<file path="src/carriage_pkg.sv">
// Purpose: shared constants and types for the carriage encoder and motor control block
// Assumes: 250 MHz system clock, APB register access with 32-bit data
// Notes: offsets are byte addresses of aligned words
package carriage_pkg;

	// ***************************************************
	// clock and timing
	// ***************************************************
	localparam int CLK_PERIOD_PS = 4000;
	localparam int SPEED_STEP_NS = 8000; // one speed step, in ns
	localparam int SPEED_STEP_US = 8;
	localparam int SPEED_STEP_CYCLES = (SPEED_STEP_US * 1000000) / CLK_PERIOD_PS;
	localparam logic [7:0] SPEED_COUNT_MAX = 8'hFC; // 252
	localparam int ENC_PPI_NORMAL = 120;
	localparam int ENC_PPI_COMPRESSED = 198;

	// ***************************************************
	// register map
	// ***************************************************
	localparam logic [7:0] ADDR_CTRL = 8'h00;
	localparam logic [7:0] ADDR_STATUS = 8'h04;
	localparam logic [7:0] ADDR_POSITION = 8'h08;
	localparam logic [7:0] ADDR_SPEED = 8'h0C;
	localparam logic [7:0] ADDR_TARGET = 8'h10;

	// control register fields
	localparam int CTRL_FWD_BIT = 0;
	localparam int CTRL_HIACC_BIT = 1;
	localparam int CTRL_AUTO_BIT = 2;
	localparam int CTRL_MOTOR_BIT = 3;
	localparam int CTRL_COMP_BIT = 4;
	localparam int CTRL_HOME_BIT = 5;
	localparam int CTRL_RESTART_BIT = 6;
	localparam logic [31:0] CTRL_RESET = 32'h0000_0000;
	localparam logic [7:0] TARGET_RESET = 8'h40;
	localparam logic [15:0] POS_ZERO = 16'h0000;

	// status register fields
	localparam int STAT_DIR_BIT = 0;
	localparam int STAT_RUN_BIT = 1;
	localparam int STAT_SLOW_BIT = 2;
	localparam int STAT_EVENT_BIT = 3;

	// encoder phase pair
	typedef struct packed {
		logic a;
		logic b;
	} enc_pair_s;

	// decoder states, named by the (a,b) gray position
	typedef enum logic [3:0] {
		ENC_00 = 4'b0001,
		ENC_01 = 4'b0010,
		ENC_11 = 4'b0100,
		ENC_10 = 4'b1000
	} enc_state_e;

endpackage

</file>
<file path="src/carriage_encoder_motor_ctrl.sv">
// Purpose: quadrature decode, position keeping, speed counter and carriage commands
// Assumes: encoder pins asynchronous to pclk; APB master keeps the protocol
// Notes: commands are active low and come straight from flip-flops
//
// The implementer's own choices: the APB slave port and the register offsets.
`timescale 1ns/1ps
module carriage_encoder_motor_ctrl #(
	parameter int POS_WIDTH = 16,
	parameter int STEP_CYCLES = carriage_pkg::SPEED_STEP_CYCLES,
	parameter int HOME_IDLE_STEPS = 252
) (
	// clock and reset
	input wire logic pclk,
	input wire logic presetn,
	// apb slave
	input wire logic psel,
	input wire logic penable,
	input wire logic pwrite,
	input wire logic [7:0] paddr,
	input wire logic [31:0] pwdata,
	output logic [31:0] prdata,
	output logic pready,
	output logic pslverr,
	// encoder pins
	input wire carriage_pkg::enc_pair_s enc_normal,
	input wire carriage_pkg::enc_pair_s enc_compressed,
	// motor driver commands
	output logic carriage_dir_cmd_n,
	output logic motor_on_cmd_n,
	output logic accel_level_cmd_n,
	// status pulse and direction level
	output logic sensor_pulse,
	output logic travel_direction_flag
);

	// ***************************************************
	// pitch selection and synchroniser
	// ***************************************************
	logic [31:0] ctrl;
	logic compressed_pitch_select;
	carriage_pkg::enc_pair_s enc_sel;
	carriage_pkg::enc_pair_s sync1;
	carriage_pkg::enc_pair_s sync_sample_clock;

	assign compressed_pitch_select = ctrl[carriage_pkg::CTRL_COMP_BIT];

	// and/or steering ahead of the synchroniser; glitch on switch is absorbed by it
	always_comb begin
		enc_sel.a = (enc_normal.a & ~compressed_pitch_select) | (enc_compressed.a & compressed_pitch_select);
		enc_sel.b = (enc_normal.b & ~compressed_pitch_select) | (enc_compressed.b & compressed_pitch_select);
	end

	// two-stage resample; only stage two is read
	always_ff @(posedge pclk or negedge presetn) begin
		if (!presetn) begin
			sync1 <= '0;
			sync_sample_clock <= '0;
		end else begin
			sync1 <= enc_sel;
			sync_sample_clock <= sync1;
		end
	end

	// ***************************************************
	// four-state decoder
	// ***************************************************
	carriage_pkg::enc_state_e enc_state, next_enc_state;
	logic next_sensor_pulse, next_dir;
	carriage_pkg::enc_state_e seen;

	always_comb begin
		case ({sync_sample_clock.a, sync_sample_clock.b})
			2'b00: seen = carriage_pkg::ENC_00;
			2'b01: seen = carriage_pkg::ENC_01;
			2'b11: seen = carriage_pkg::ENC_11;
			default: seen = carriage_pkg::ENC_10;
		endcase
	end

	// forward order 00-01-11-10; a double change is dropped but tracked
	always_comb begin
		next_enc_state = seen;
		next_sensor_pulse = 1'b0;
		next_dir = travel_direction_flag;
		case (enc_state)
			carriage_pkg::ENC_00: begin
				if (seen == carriage_pkg::ENC_01) begin
					next_sensor_pulse = 1'b1;
					next_dir = 1'b1;
				end else if (seen == carriage_pkg::ENC_10) begin
					next_sensor_pulse = 1'b1;
					next_dir = 1'b0;
				end
			end
			carriage_pkg::ENC_01: begin
				if (seen == carriage_pkg::ENC_11) begin
					next_sensor_pulse = 1'b1;
					next_dir = 1'b1;
				end else if (seen == carriage_pkg::ENC_00) begin
					next_sensor_pulse = 1'b1;
					next_dir = 1'b0;
				end
			end
			carriage_pkg::ENC_11: begin
				if (seen == carriage_pkg::ENC_10) begin
					next_sensor_pulse = 1'b1;
					next_dir = 1'b1;
				end else if (seen == carriage_pkg::ENC_01) begin
					next_sensor_pulse = 1'b1;
					next_dir = 1'b0;
				end
			end
			default: begin
				if (seen == carriage_pkg::ENC_00) begin
					next_sensor_pulse = 1'b1;
					next_dir = 1'b1;
				end else if (seen == carriage_pkg::ENC_11) begin
					next_sensor_pulse = 1'b1;
					next_dir = 1'b0;
				end
			end
		endcase
	end

	always_ff @(posedge pclk or negedge presetn) begin
		if (!presetn) begin
			enc_state <= carriage_pkg::ENC_00;
			sensor_pulse <= 1'b0;
			travel_direction_flag <= 1'b1;
		end else begin
			enc_state <= next_enc_state;
			sensor_pulse <= next_sensor_pulse;
			travel_direction_flag <= next_dir;
		end
	end

	// ***************************************************
	// position, speed counter, homing
	// ***************************************************
	logic [POS_WIDTH-1:0] position, next_position;
	logic [7:0] speed_count, next_speed_count, speed_latch, next_speed_latch;
	logic [7:0] target;
	logic speed_count_enable, next_speed_count_enable;
	logic [31:0] step_div, next_step_div;
	logic homing, next_homing;
	logic [7:0] home_idle, next_home_idle;
	logic slow, next_slow;
	logic home_req, restart_req;

	always_comb begin
		next_position = position;
		next_homing = homing;
		next_home_idle = home_idle;
		if (home_req) begin
			next_homing = 1'b1;
			next_home_idle = '0;
		end else if (homing) begin
			// stalled at the stop: no pulse for a full idle window
			if (sensor_pulse) begin
				next_home_idle = '0;
			end else if (speed_count == carriage_pkg::SPEED_COUNT_MAX && home_idle != 8'(HOME_IDLE_STEPS)) begin
				next_home_idle = home_idle + 8'h01;
			end
			if (home_idle == 8'(HOME_IDLE_STEPS)) begin
				next_homing = 1'b0;
				next_position = carriage_pkg::POS_ZERO[POS_WIDTH-1:0];
			end
		end
		if (sensor_pulse && !homing) begin
			next_position = travel_direction_flag ? position + 1'b1 : position - 1'b1;
		end
	end

	// 8 us ticks; stop at 252 or on a pulse, restart on a write of the restart or home bit
	always_comb begin
		next_step_div = step_div;
		next_speed_count = speed_count;
		next_speed_count_enable = speed_count_enable;
		next_speed_latch = speed_latch;
		next_slow = slow;
		if (sensor_pulse) begin
			next_speed_count_enable = 1'b0;
			next_speed_latch = speed_count;
			// longer interval means lower speed
			next_slow = speed_count > target;
		end else if (restart_req || home_req) begin
			// homing opens a fresh idle window, so a stale saturation cannot end it at once
			next_speed_count = '0;
			next_step_div = '0;
			next_speed_count_enable = 1'b1;
		end else if (speed_count_enable) begin
			if (step_div == 32'(STEP_CYCLES - 1)) begin
				next_step_div = '0;
				next_speed_count = speed_count + 8'h01;
				if (speed_count + 8'h01 == carriage_pkg::SPEED_COUNT_MAX) begin
					next_speed_count_enable = 1'b0;
				end
			end else begin
				next_step_div = step_div + 32'h1;
			end
		end
	end

	always_ff @(posedge pclk or negedge presetn) begin
		if (!presetn) begin
			position <= '0;
			homing <= 1'b0;
			home_idle <= '0;
			step_div <= '0;
			speed_count <= '0;
			speed_count_enable <= 1'b1;
			speed_latch <= '0;
			slow <= 1'b0;
		end else begin
			position <= next_position;
			homing <= next_homing;
			home_idle <= next_home_idle;
			step_div <= next_step_div;
			speed_count <= next_speed_count;
			speed_count_enable <= next_speed_count_enable;
			speed_latch <= next_speed_latch;
			slow <= next_slow;
		end
	end

	// ***************************************************
	// motor commands
	// ***************************************************
	logic next_dir_n, next_motor_n, next_acc_n;

	// homing forces reverse at low acceleration with motor on
	always_comb begin
		if (homing) begin
			next_dir_n = 1'b1;
			next_acc_n = 1'b1;
			next_motor_n = 1'b0;
		end else begin
			next_dir_n = ~ctrl[carriage_pkg::CTRL_FWD_BIT];
			next_acc_n = ~ctrl[carriage_pkg::CTRL_HIACC_BIT];
			if (ctrl[carriage_pkg::CTRL_AUTO_BIT]) begin
				next_motor_n = ~slow;
			end else begin
				next_motor_n = ~ctrl[carriage_pkg::CTRL_MOTOR_BIT];
			end
		end
	end

	always_ff @(posedge pclk or negedge presetn) begin
		if (!presetn) begin
			carriage_dir_cmd_n <= 1'b1;
			motor_on_cmd_n <= 1'b1;
			accel_level_cmd_n <= 1'b1;
		end else begin
			carriage_dir_cmd_n <= next_dir_n;
			motor_on_cmd_n <= next_motor_n;
			accel_level_cmd_n <= next_acc_n;
		end
	end

	// ***************************************************
	// apb registers
	// ***************************************************
	logic setup, wr_en;
	logic [31:0] next_ctrl, next_prdata;
	logic [7:0] next_target;
	logic next_pready;

	// zero wait states: pready rises on the setup cycle's following edge
	assign setup = psel & ~penable;
	assign wr_en = psel & penable & pready & pwrite;
	// home and restart are write-one pulses, not stored
	assign home_req = wr_en && paddr == carriage_pkg::ADDR_CTRL && pwdata[carriage_pkg::CTRL_HOME_BIT];
	assign restart_req = wr_en && paddr == carriage_pkg::ADDR_CTRL && pwdata[carriage_pkg::CTRL_RESTART_BIT];

	always_comb begin
		next_ctrl = ctrl;
		next_target = target;
		next_pready = setup;
		next_prdata = prdata;
		if (wr_en) begin
			if (paddr == carriage_pkg::ADDR_CTRL) begin
				next_ctrl = pwdata & 32'h0000_001F;
			end else if (paddr == carriage_pkg::ADDR_TARGET) begin
				next_target = pwdata[7:0];
			end
		end
		if (setup && !pwrite) begin
			if (paddr == carriage_pkg::ADDR_CTRL) begin
				next_prdata = ctrl;
			end else if (paddr == carriage_pkg::ADDR_STATUS) begin
				next_prdata = {28'h0, sensor_pulse, slow, homing, travel_direction_flag};
			end else if (paddr == carriage_pkg::ADDR_POSITION) begin
				next_prdata = 32'(position);
			end else if (paddr == carriage_pkg::ADDR_SPEED) begin
				next_prdata = {23'h0, speed_count_enable, speed_latch};
			end else if (paddr == carriage_pkg::ADDR_TARGET) begin
				next_prdata = {24'h0, target};
			end else begin
				next_prdata = 32'h0000_0000;
			end
		end
	end

	always_ff @(posedge pclk or negedge presetn) begin
		if (!presetn) begin
			ctrl <= carriage_pkg::CTRL_RESET;
			target <= carriage_pkg::TARGET_RESET;
			prdata <= '0;
			pready <= 1'b0;
			pslverr <= 1'b0;
		end else begin
			ctrl <= next_ctrl;
			target <= next_target;
			prdata <= next_prdata;
			pready <= next_pready;
			pslverr <= 1'b0;
		end
	end

endmodule

</file>
<file path="config.mk">
export PLATFORM = sky130hd
export DESIGN_NAME = carriage_encoder_motor_ctrl
export DESIGN_NICKNAME = d
export VERILOG_FILES = /design/src/carriage_pkg.sv /design/src/carriage_encoder_motor_ctrl.sv
export SDC_FILE = /design/constraint.sdc
export NUM_CORES = 1
export LEC_CHECK = 0
export BUFFER_PORTS_ARGS = -buffer_cell sky130_fd_sc_hd__buf_2
export CAP_MARGIN = 15
export CORE_MARGIN = 2
export CORE_UTILIZATION = 41
export DETAILED_ROUTE_END_ITERATION = 10
export PLACE_DENSITY_LB_ADDON = 0.25
export REMOVE_ABC_BUFFERS = 1
export SLEW_MARGIN = 15
export SYNTH_ARGS = -nofsm -noshare
export SYNTH_HDL_FRONTEND = slang
export SYNTH_SLANG_ARGS = --single-unit
</file>
<file path="constraint.sdc">
create_clock -name pclk -period 3.73 [get_ports pclk]
set_input_delay 0.1865 -clock pclk [delete_from_list [all_inputs] [get_ports pclk]]
set_output_delay 0.1865 -clock pclk [all_outputs]
set_load 0.05 [all_outputs]
</file>
==> flow_metrics.env <==
export IMPL_status="complete, no violations"
export IMPL_firstDrtPassIters=5
export IMPL_worstSkewPairLatency_ns=0.42
export IMPL_yosys_warnings=0
export IMPL_hold_depth=2
export IMPL_cp_data_arrival_time_ns=3.32
export IMPL_path_max_fanout=19
export IMPL_design_area_um2=7970
export IMPL_gr_usage_met1_pct=23.4
export IMPL_io_buffers=46
export IMPL_drc_errors=0
export IMPL_grt_use_total_pct=19.6
export IMPL_areaGrowthSynthToFinish_pct=16.0
export IMPL_p_leak_nw=3.52
export IMPL_viasPerCell=5.64
export IMPL_start_util_pct=41.7
export IMPL_avgSynthCellArea_um2=9.49
export IMPL_ioPinCount=88
export IMPL_ys_top_cells_by_area="dfrtp_1 40%, ha_1 6.4%, xnor2_1 4.3%"
export IMPL_r2r_end="position[14]"
export IMPL_power_internal_mw=3.12
export IMPL_rrSetupSlack_ns=0.68
export IMPL_combPwrFrac_pct=28.8
export IMPL_hp_class="in -> reg"
export IMPL_synth_top_area_cell="dfrtp_1"
export IMPL_max_slew_margin_rel_pct=34.1
export IMPL_ys_seq_area_share_pct=43.1
export IMPL_hold_end="sync1[1]"
export IMPL_numCtsBuffers=17
export IMPL_fmaxAchievable_ghz=0.328
export IMPL_yosys_area_share_adder_pct=6.67
export IMPL_htree_levels=4
export IMPL_power_density_nw_per_um2=586
export IMPL_cts_buffer_depth=2
export IMPL_num_vias=5683
export IMPL_final_hold_viol_count=0
export IMPL_cts_sinks=118
export IMPL_met2_usage_pct=34.3
export IMPL_worstMarginPinSlew_ns=0.981
export IMPL_synth_area_um2=6870
export IMPL_first_global_vias=5735
export IMPL_core_area_um2=16500
export IMPL_cp_end_kind="flip-flop"
export IMPL_die_height_um=133
export IMPL_r2r_cells=8
export IMPL_dr_first_iter_drc_count=360
export IMPL_hpwl_um=11900
export IMPL_gr_total_overflow=0
export IMPL_placed_area_um2=7250
export IMPL_ys_ff_latch=118
export IMPL_seqPwrFrac_pct=32.9
export IMPL_ir_worst_vdd_mv=0.323
export IMPL_cts_root_buf="clkbuf_16"
export IMPL_setup_violations=0
export IMPL_worstSetupStartpointType="flip-flop"
export IMPL_drive_above_1_share_pct=15.5
export IMPL_routedWlPerCell_um=16.8
export IMPL_die_w_um=133
export IMPL_fin_crit_ns=3.05
export IMPL_fin_tns_setup_ns=0
export IMPL_synth_flop_cell="dfrtp_1"
export IMPL_wl_um=17000
export IMPL_synthMuxAreaShare_pct=4.35
export IMPL_met3_usage_pct=5.40
export IMPL_final_common_cell="dfrtp_1"
export IMPL_grt_pass1_wl_um=27800
export IMPL_synth_top_area_share_pct=40.4
export IMPL_grt_busiest_layer="met2"
export IMPL_ant_nets=0
export IMPL_synth_edf_count=0
export IMPL_required_ns=4.00
export IMPL_cap_violations=0
export IMPL_fin_skew_ns=0.00797
export IMPL_post_cts_setup_buffers=0
export IMPL_die_area_um2=17800
export IMPL_synth_distinct_cells=59
export IMPL_final_cell_mix="111 x dfrtp_1, 62 x nand2_1, 54 x nor2_1, 54 x o21ai_0, 45 x buf_2"
export IMPL_path_clk_slew_ns=0.05
export IMPL_yosys_area_share_simple_pct=20.3
export IMPL_finalCritPeriodShare_pct=81.7
export IMPL_synth_cells=724
export IMPL_pwr_share_clk_pct=38.3
export IMPL_p_sw_mw=1.55
export IMPL_swShare_pct=33.2
export IMPL_cts_tree="done"
export IMPL_rsz0062_at_grt="false"
export IMPL_synth_top_family_by_area="simple AND/OR/NAND/NOR gates"
export IMPL_finalWeightedCongestion=0.831
export IMPL_synth_compound_area_share_pct=15.2
export IMPL_hold_start="enc_compressed[1]"
export IMPL_synth_xor_area_share_pct=5.35
export IMPL_final_util_pct=48.4
export IMPL_setup_worst_path_class="reg -> reg"
export IMPL_row_count=47
export IMPL_diodes=0
export IMPL_final_nets=859
export IMPL_slew_viol_final=0
export IMPL_r2r_start="travel_direction_flag"
export IMPL_antenna_found_initial=0
export IMPL_grt_max_degree=59
export IMPL_async_flop_share_pct=100
[logic make-up (layout without fill, tap and decap cells)]
| logic type | count (synthesis) | count (layout) |
|---|---|---|
| AO/OA/AOI/OAI | 166 | 166 |
| other | 1 | 17 |
| buffers and inverters | 71 | 118 |
| XOR/XNOR | 42 | 42 |
| adder cells (fa/ha/maj) | 36 | 36 |
| flip-flops | 118 | 118 |
| AND/OR/NAND/NOR | 263 | 263 |
| multiplexers | 27 | 27 |
[power by group through the flow]
stage / clock network (mW) / registers, mW / logic, mW
floorplan: 0 / 1.57 / 0.974
global placement: 0 / 1.55 / 1.28
detailed placement: 0 / 1.55 / 1.32
CTS: 1.82 / 1.53 / 1.34
global route: 1.88 / 1.55 / 1.51
finish: 1.79 / 1.53 / 1.35
[metal layers]
layer	share of wire, %	routed length (um)
met1	44	7410
met2	51	8630
met3	4.2	714
met4	1.2	203
met5	0	0
[sequential cells by signal, indices dropped and copies added (netlist names), 2 cells and up]
signal             cells
enc_state              4
step_div              32
ctrl                   5
home_idle              8
speed_count            8
position              16
sync_sample_clock      2
target                 8
prdata                16
speed_latch            8
sync1                  2
[worst max-delay path by stage]
stage	start	endpoint	slack, ns
floorplan	pready	step_div[22]	1.02
global placement	travel_direction_flag	position[13]	0.82
detailed placement	travel_direction_flag	position[13]	0.78
CTS	travel_direction_flag	position[13]	0.75
global route	travel_direction_flag	position[14]	0.52
finish	travel_direction_flag	position[14]	0.68
[cell type report]
type	count	area, um^2
Inverter	24	90.1
Clock inverter	13	205
Tap cell	220	275
Sequential cell	118	2960
Fill cell	1549	8500
Clock buffer	19	433
Multi-Input combinational cell	551	3630
Timing Repair Buffer	62	373
[worst max-delay path, cell delays in order (launching register included)]
cell       delay, ns
dfstp_2         0.56
inv_1           0.34
ha_1            0.49
a2111oi_0       0.52
o21ai_0         0.29
a21oi_1         0.32
o21ai_0         0.16
xnor2_1         0.14
o21ai_0         0.08
[per-stage QoR]
stage / instances / power [mW] / hold WS [ns] / worst slack [ns]
after CTS: 1006 / 4.69 / 0.00187 / 0.753
after detailed placement: 967 / 2.88 / 0.313 / 0.782
after global placement: 967 / 2.83 / 0.305 / 0.821
after global routing: 1007 / 4.94 / 0.00326 / 0.517
final: 1007 / 4.67 / 0.0120 / 0.683
after floorplan: 693 / 2.55 / -0.109 / 1.02
[what timing repair did]
action | in CTS | in global routing
endpoints found under the hold margin | 59 | 1
hold buffers | 7 | 1
resized for setup | 0 | 0
[synthesized netlist by cell type, drive strengths merged (7+ instances only)]
master  count
dfrtp     111
nand2      62
o21ai      55
nor2       54
a21oi      39
ha         35
xnor2      34
clkbuf     25
inv        24
nand3      24
mux2       23
buf        22
nor4       17
nand4      15
nor3       14
o31ai      14
or4        14
a22o       13
and3       11
or3         8
xor2        8
a211oi      7
a21o        7
dfstp       7
nand3b      7
nor2b       7
(Power assumes the default switching activity.)
